**config.mk**
```make
export PLATFORM = sky130hd
export DESIGN_NAME = abf_accu_datapath
export DESIGN_NICKNAME = d
export VERILOG_FILES = /design/src/common/abf_pkg.sv /design/src/logic/abf_float_to_int.sv /design/src/logic/abf_accu_datapath.sv
export SDC_FILE = /design/constraint.sdc
export NUM_CORES = 1
export LEC_CHECK = 0
export BUFFER_PORTS_ARGS = -buffer_cell sky130_fd_sc_hd__buf_2
export CAP_MARGIN = 10
export CORE_ASPECT_RATIO = 1.25
export CORE_MARGIN = 4
export CORE_UTILIZATION = 50
export DETAILED_ROUTE_END_ITERATION = 7
export GPL_TIMING_DRIVEN = 0
export PLACE_DENSITY_LB_ADDON = 0.2
export SYNTH_ARGS = -nofsm -noshare
export SYNTH_HDL_FRONTEND = slang
export SYNTH_SLANG_ARGS = --single-unit
```
**constraint.sdc**
```tcl
create_clock -name mclk -period 7.19 [get_ports mclk]
set_input_delay 1.0785 -clock mclk [delete_from_list [all_inputs] [get_ports mclk]]
set_output_delay 1.0785 -clock mclk [all_outputs]
set_load 0.03 [all_outputs]
```
**src/common/abf_pkg.sv**
```systemverilog
package abf_pkg;

   // Data path widths
   localparam int ABF_WORD_W = 32;
   localparam int ABF_HALF_W = 16;
   localparam int ABF_BYTE_W = 8;

   // Single-precision field layout
   localparam int ABF_SIGN_POS = 31;
   localparam int ABF_EXP_MSB = 30;
   localparam int ABF_EXP_LSB = 23;
   localparam int ABF_FRAC_MSB = 22;

   // Exponent landmarks (biased)
   localparam logic [7:0] ABF_EXP_BIAS = 8'h7F;
   localparam logic [7:0] ABF_EXP_HALF = 8'h7E;
   localparam logic [7:0] ABF_EXP_MAX_SHIFT = 8'h9E;
   localparam logic [7:0] ABF_EXP_SPECIAL = 8'hFF;

   // Magnitude limits of a signed 32-bit result
   localparam logic [33:0] ABF_POS_LIMIT = 34'h0_7FFF_FFFF;
   localparam logic [33:0] ABF_NEG_LIMIT = 34'h0_8000_0000;

   // Reset values
   localparam logic [31:0] ABF_ACC_RESET = 32'h0000_0000;
   localparam logic ABF_FLAG_RESET = 1'b0;

   // Operations; conversions share the top code bit, rounding rule in the low bits
   typedef enum logic [2:0] {
      ABF_OP_IDLE = 3'b000,
      ABF_OP_SWAP_LOW = 3'b001,
      ABF_OP_REVERSE = 3'b010,
      ABF_OP_SPARE = 3'b011,
      ABF_OP_NEAREST = 3'b100,
      ABF_OP_TOWARD_ZERO = 3'b101,
      ABF_OP_CEILING = 3'b110,
      ABF_OP_FLOOR = 3'b111
   } abf_op_type;

   typedef enum logic [1:0] {
      ABF_RND_NEAREST = 2'b00,
      ABF_RND_ZERO = 2'b01,
      ABF_RND_CEILING = 2'b10,
      ABF_RND_FLOOR = 2'b11
   } abf_round_type;

endpackage

```
**src/logic/abf_float_to_int.sv**
```systemverilog
`timescale 1ns/1ps
`default_nettype none

module abf_float_to_int #(
   parameter int WIDTH = abf_pkg::ABF_WORD_W
) (
   input wire logic [WIDTH-1:0] float_value,
   input wire abf_pkg::abf_round_type round_mode,
   output logic [WIDTH-1:0] int_value,
   output logic fault
);
   import abf_pkg::*;

   generate
      if (WIDTH != ABF_WORD_W) begin : g_bad_width
         $error("abf_float_to_int serves single precision only");
      end
   endgenerate

   wire sign = float_value[ABF_SIGN_POS];
   wire [7:0] expo = float_value[ABF_EXP_MSB:ABF_EXP_LSB];
   wire [22:0] frac = float_value[ABF_FRAC_MSB:0];

   wire is_special = (expo == ABF_EXP_SPECIAL);
   wire below_one = (expo < ABF_EXP_BIAS);
   // Exponents past 2^31 cannot fit whatever the rounding
   wire too_big = (expo > ABF_EXP_MAX_SHIFT);
   wire [7:0] shift_full = expo - ABF_EXP_BIAS;
   wire [4:0] shift = shift_full[4:0];

   // Fixed point: 23 fraction bits below the binary point
   wire [55:0] scaled = {32'h0000_0000, 1'b1, frac} << shift;
   wire [32:0] int_part = below_one ? 33'h0_0000_0000 : scaled[55:23];
   wire half_bit = below_one ? (expo == ABF_EXP_HALF) : scaled[22];
   // Subnormals and all values below one half only feed the sticky part
   wire rest_bits = below_one ? ((expo == ABF_EXP_HALF) ? (|frac) : ((|expo) | (|frac)))
                              : (|scaled[21:0]);
   wire inexact = half_bit | rest_bits;

   logic round_up;
   always_comb begin
      case (round_mode)
         // RQ5 RQ6: nearest, ties to even
         ABF_RND_NEAREST: round_up = half_bit & (rest_bits | int_part[0]);
         // RQ7: drop the fraction
         ABF_RND_ZERO: round_up = 1'b0;
         // RQ8: toward plus infinity
         ABF_RND_CEILING: round_up = inexact & ~sign;
         // RQ9: toward minus infinity
         ABF_RND_FLOOR: round_up = inexact & sign;
         default: round_up = 1'b0;
      endcase
   end

   wire [33:0] magnitude = {1'b0, int_part} + {33'h0_0000_0000, round_up};
   // RQ10: the limit is checked after rounding
   wire range_bad = sign ? (magnitude > ABF_NEG_LIMIT) : (magnitude > ABF_POS_LIMIT);

   // RQ11: NaN and infinity are faults
   assign fault = is_special | too_big | range_bad;
   // RQ4: signed result
   assign int_value = sign ? (~magnitude[31:0] + 32'h0000_0001) : magnitude[31:0];

endmodule
`default_nettype wire

```
**src/logic/abf_accu_datapath.sv**
```systemverilog
`timescale 1ns/1ps
`default_nettype none

// Notes on behaviour
// RQ1: Low-word swap exchanges the two low bytes of the primary accumulator.
// RQ2: Low-word swap keeps the upper half and the secondary accumulator.
// RQ3: Full swap reverses all four primary bytes; secondary untouched.
// RQ4: Conversions read the primary as single float, write signed 32-bit integer.
// RQ5: Nearest conversion yields the closest integer.
// RQ6: Nearest conversion picks the even integer on an exact half.
// RQ7: Toward-zero conversion keeps only the integer part.
// RQ8: Ceiling conversion yields smallest integer not below the input.
// RQ9: Floor conversion yields largest integer not above the input.
// RQ10: Out-of-range rounded result sets overflow and sticky overflow.
// RQ11: NaN or unrepresentable input skips the write and signals overflow.
// RQ12: Swaps touch no flags; conversions touch only the two overflow flags.
module abf_accu_datapath #(
   parameter int ACC_WIDTH = abf_pkg::ABF_WORD_W
) (
   input wire logic mclk,
   input wire logic rst_n,
   input wire logic clk_en,
   input wire logic op_valid,
   input wire abf_pkg::abf_op_type op_code,
   input wire logic primary_load,
   input wire logic [ACC_WIDTH-1:0] primary_load_data,
   input wire logic secondary_load,
   input wire logic [ACC_WIDTH-1:0] secondary_load_data,
   input wire logic sticky_clear,
   output logic [ACC_WIDTH-1:0] primary_accumulator,
   output logic [ACC_WIDTH-1:0] secondary_accumulator,
   output logic overflow_flag,
   output logic sticky_overflow_flag,
   output logic op_done,
   output logic op_fault
);
   import abf_pkg::*;

   generate
      if (ACC_WIDTH != ABF_WORD_W) begin : g_bad_width
         $error("abf_accu_datapath needs a 32-bit accumulator");
      end
   endgenerate

   function automatic logic [15:0] swap16(input logic [15:0] w);
      return {w[7:0], w[15:8]};
   endfunction

   function automatic logic [31:0] reverse32(input logic [31:0] w);
      return {w[7:0], w[15:8], w[23:16], w[31:24]};
   endfunction

   function automatic logic is_conversion(input abf_op_type op);
      return (op == ABF_OP_NEAREST) || (op == ABF_OP_TOWARD_ZERO) ||
             (op == ABF_OP_CEILING) || (op == ABF_OP_FLOOR);
   endfunction

   function automatic logic is_known(input abf_op_type op);
      return (op == ABF_OP_SWAP_LOW) || (op == ABF_OP_REVERSE) || is_conversion(op);
   endfunction

   wire take = clk_en & op_valid;
   wire take_swap_low = take & (op_code == ABF_OP_SWAP_LOW);
   wire take_reverse = take & (op_code == ABF_OP_REVERSE);
   wire take_conv = take & is_conversion(op_code);
   // A pending op owns the primary accumulator; a load beside it is dropped
   wire take_load = clk_en & primary_load & ~op_valid;

   wire [2:0] op_bits = op_code;
   wire abf_round_type round_mode = abf_round_type'(op_bits[1:0]);
   wire [ACC_WIDTH-1:0] conv_value;
   wire conv_fault;

   abf_float_to_int #(
      .WIDTH(ACC_WIDTH)
   ) u_convert (
      .float_value(primary_accumulator),
      .round_mode(round_mode),
      .int_value(conv_value),
      .fault(conv_fault)
   );

   // RQ1 RQ2: new low half, upper half carried over
   wire [ACC_WIDTH-1:0] swap_low_value = {primary_accumulator[ACC_WIDTH-1:ABF_HALF_W],
                                          swap16(primary_accumulator[ABF_HALF_W-1:0])};
   // RQ3: all four bytes reversed
   wire [ACC_WIDTH-1:0] reverse_value = reverse32(primary_accumulator);
   // RQ11: a faulting conversion leaves the accumulator as it was
   wire conv_write = take_conv & ~conv_fault;
   wire conv_overflow = take_conv & conv_fault;

   wire [ACC_WIDTH-1:0] next_primary =
      take_swap_low ? swap_low_value :
      take_reverse ? reverse_value :
      conv_write ? conv_value :
      take_load ? primary_load_data : primary_accumulator;
   // RQ2 RQ3 RQ12: no operation writes the secondary accumulator
   wire [ACC_WIDTH-1:0] next_secondary = (clk_en & secondary_load) ? secondary_load_data
                                                                   : secondary_accumulator;
   // RQ10 RQ12: only conversions write the overflow flag
   wire next_overflow = take_conv ? conv_fault : overflow_flag;
   // RQ10: a fault in the cycle of a clear still leaves the sticky flag set
   wire next_sticky = conv_overflow | (sticky_overflow_flag & ~(clk_en & sticky_clear));
   wire next_done = take & is_known(op_code);

   always_ff @(posedge mclk) begin
      if (!rst_n) begin
         primary_accumulator <= ABF_ACC_RESET;
         secondary_accumulator <= ABF_ACC_RESET;
         overflow_flag <= ABF_FLAG_RESET;
         sticky_overflow_flag <= ABF_FLAG_RESET;
         op_done <= 1'b0;
         op_fault <= 1'b0;
      end else if (clk_en) begin
         primary_accumulator <= next_primary;
         secondary_accumulator <= next_secondary;
         overflow_flag <= next_overflow;
         sticky_overflow_flag <= next_sticky;
         op_done <= next_done;
         op_fault <= conv_overflow;
      end
   end

   // Field views of the primary accumulator, for the checks below
   wire acc_sign = primary_accumulator[ABF_SIGN_POS];
   wire [7:0] acc_expo = primary_accumulator[ABF_EXP_MSB:ABF_EXP_LSB];
   wire [22:0] acc_frac = primary_accumulator[ABF_FRAC_MSB:0];
   wire acc_nonzero = (acc_expo != 8'h00) || (acc_frac != 23'h00_0000);
endmodule
`default_nettype wire

```
==> flow_summary.json <==
{
  "status": "complete, no violations",
  "min_period_ns": 7.04,
  "drc_errors": 0,
  "syn_nets": 1107,
  "hpwl_mm": 27.5,
  "core-area_um2": 15000,
  "place_congestion": 1.05,
  "htreeDepth": 3,
  "synth_simple_gate_area_share": 0.263,
  "critPathMostFrequentCell": "buf_6",
  "final_util": 0.621,
  "finalClockSkew_ns": 0.00451,
  "netlist_area_um2": 7680,
  "crit_path_end_kind": "flop",
  "antenna_found_initial": 0,
  "drt-initial-drc-count": 1335,
  "synth_top_family_by_area": "compound AO/OA/AOI/OAI gates",
  "timing.final.max_slew_violations": 0,
  "finalCritPeriodShare": 0.979,
  "placed_cells": 1348,
  "relSlewSlack": 0.0625,
  "busiest_layer": "met2",
  "yosysSeqAreaShare": 0.177,
  "clk_pin_slew_ns": 0.06,
  "routedWlPerCell_um": 25.5,
  "rrSetupSlack_ns": 0.15,
  "die_h_um": 147,
  "ios": 142,
  "peakVddDrop_mv": 0.177,
  "fin_cells": 1386,
  "cts.sinks": 68,
  "power_uw": 1400,
  "multiInputGateArea_um2": 6040,
  "dr.pass1.iters": 7,
  "use_met1": 0.466,
  "grt_pass1_vias": 9074,
  "synth_edf_count": 0,
  "synth_top_cell_area_share": 0.177,
  "clk_latency_ns": 0.34,
  "pre_cts_ws_ns": -1.22,
  "grt_start_max_net_pins": 13,
  "start_util": 0.512,
  "n_fill_cell": 1420,
  "design_area_um2": 9320,
  "synth-xor-area-share": 0.0663,
  "layout_commonest_cell": "nand2_1",
  "grt_pass1_wl_mm": 53.6,
  "arrival_ns": 7.32,
  "worst_slew_pin_slew_ns": 1.39,
  "fin_ws_ns": 0.152,
  "crit_family": "simple AND/OR/NAND/NOR gates",
  "die_area_um2": 17400,
  "synth_fa_ha_area_frac": 0.0130,
  "drt-vias-per-instance": 6.85,
  "overflow": 0,
  "finalNetCount": 1281,
  "synthCells": 1025,
  "slowest_stage": "mux4_2",
  "synth_compound_gate_area_share": 0.285,
  "fmax_mhz": 142,
  "numCtsBuffers": 9,
  "p_per_area_nw_per_um2": 151,
  "critPathBufInv": 9,
  "synth_seq_cells": 68,
  "async_flop_share": 0,
  "cts_root_buf": "clkbuf_16",
  "drive_above_1_share": 0.265,
  "hold_violations": 0,
  "crit_path_start_kind": "flop",
  "dr_total_vias": 9497,
  "rows": 50,
  "cts_hold_buffers": 0,
  "cts_tree": "built",
  "synth_area_leader_cell": "dfxtp_1",
  "syn_to_final_growth_pct": 21.3,
  "cp.required_ns": 7.47,
  "finalSetupViolCount": 0,
  "synth.mux.area_fraction": 0.132,
  "grtUsageTotal": 0.394,
  "final_cell_mix": "156 x nand2_1, 154 x buf_2, 66 x dfxtp_1",
  "ant_nets": 0,
  "max_cap_violations": 0,
  "met2_usage": 0.655,
  "synthFlopType": "dfxtp_1",
  "port_buffers": 141,
  "ff_latch_area_um2": 1370,
  "ys_types": 95,
  "dpl-instance-area_um2": 8610,
  "cp_slowest_stage_delay_ns": 0.55,
  "clock_path_buffers": 2,
  "synth_area_leaders": "dfxtp_1 18%, nand2_1 7.6%, mux4_2 5.0%, mux2i_1 4.8%, xnor2_1 4.0%",
  "fp.dieW_um": 119,
  "hold_class": "flop to flop",
  "grtUsageMet3": 0.0763,
  "yosys_warnings": 0,
  "p_leak_uw": 0.00356,
  "wirelength_mm": 35.3,
  "criticalPathCategory": "flop to flop",
  "syn_area_per_cell_um2": 7.49,
  "path_max_fanout": 12,
  "n_antenna_cell": 0
}
[path summary, 6_finish.rpt]
check,start,end,cells past startpoint
worst min register to register,secondary_accumulator[7],secondary_accumulator[7],2
worst max register to register,primary_accumulator[23],primary_accumulator[18],32
worst min-delay path,secondary_accumulator[7],secondary_accumulator[7],2
worst max-delay path,primary_accumulator[23],primary_accumulator[18],32
[sequential cells by signal, summed over array words and instances, names as in the netlist]
name                   cells
sticky_overflow_flag       1
op_done                    1
secondary_accumulator     32
primary_accumulator       32
op_fault                   1
overflow_flag              1
[cell usage after synthesis (all sizes together), types with 9 or more instances]
master and instances:
nand2 157, o21ai 69, dfxtp 68, nor2 66
nand3 53, a21oi 48, clkbuf 43, a21boi 40
mux2i 37, buf 36, xnor2 36, nor3 34
mux2 23, o211ai 21, o21a 18, a31oi 17
inv 17, mux4 17, nand4 17, xor2 17
and3 15, nor4 15, o22ai 10, and2 9
[worst reg2reg max path, delay by kind of cell (launching register included)]
family,cells,cell delay (ns)
AOI/OAI and AO/OA,8,1.51
xor gates and xnor gates,2,0.52
adders and majority gates,3,0.71
buffers and inverters,9,1.38
DFF,1,0.39
muxes,2,0.95
and+or+nand+nor,8,1.53
[logic make-up (layout without fill, tap and decap cells)]
group,count (synthesis),after routing
compound gates,313,313
fa+ha+maj,8,8
xor+xnor,53,53
flops,68,68
mux,77,77
simple gates,410,410
buf+inv,96,275
[stage by stage]
step | hold WS, ns | TNS, ns
2_1_floorplan | 0.587 | 0
3_3_place_gp | 0.447 | -36.08
3_5_place_dp | 0.454 | -36.29
4_1_cts | 0.461 | 0
5_1_grt | 0.493 | -0.820
6_report | 0.458 | 0
[area by class of cell]
cell class	count	share of cell area
tap	182	0.0244
inverter	17	0.00712
buffer	78	0.0486
sequential	68	0.147
clock inverter	7	0.00712
multi-input combinational	861	0.648
timing repair buffer	164	0.0940
clock buffer	9	0.0242
[repair_timing]
item,CTS,global route
buffers inserted,5,17
resized for setup,22,42
pin swaps,5,16
setup endpoints to repair,35,35
[routing by layer]
| metal | up-vias | routed length [um] |
|---|---|---|
| met1 | 4412 | 12500 |
| met4 | 0 | 2690 |
| li1 | 4181 | - |
| met5 | - | 0 |
| met3 | 175 | 3730 |
| met2 | 729 | 16400 |
[power breakdown]
group,internal [uW],total (uW),switching (uW)
clock,267,445,178
combinational,198,536,338
sequential,397,423,26.4
Note: power is estimated with default switching activity, not from simulation.
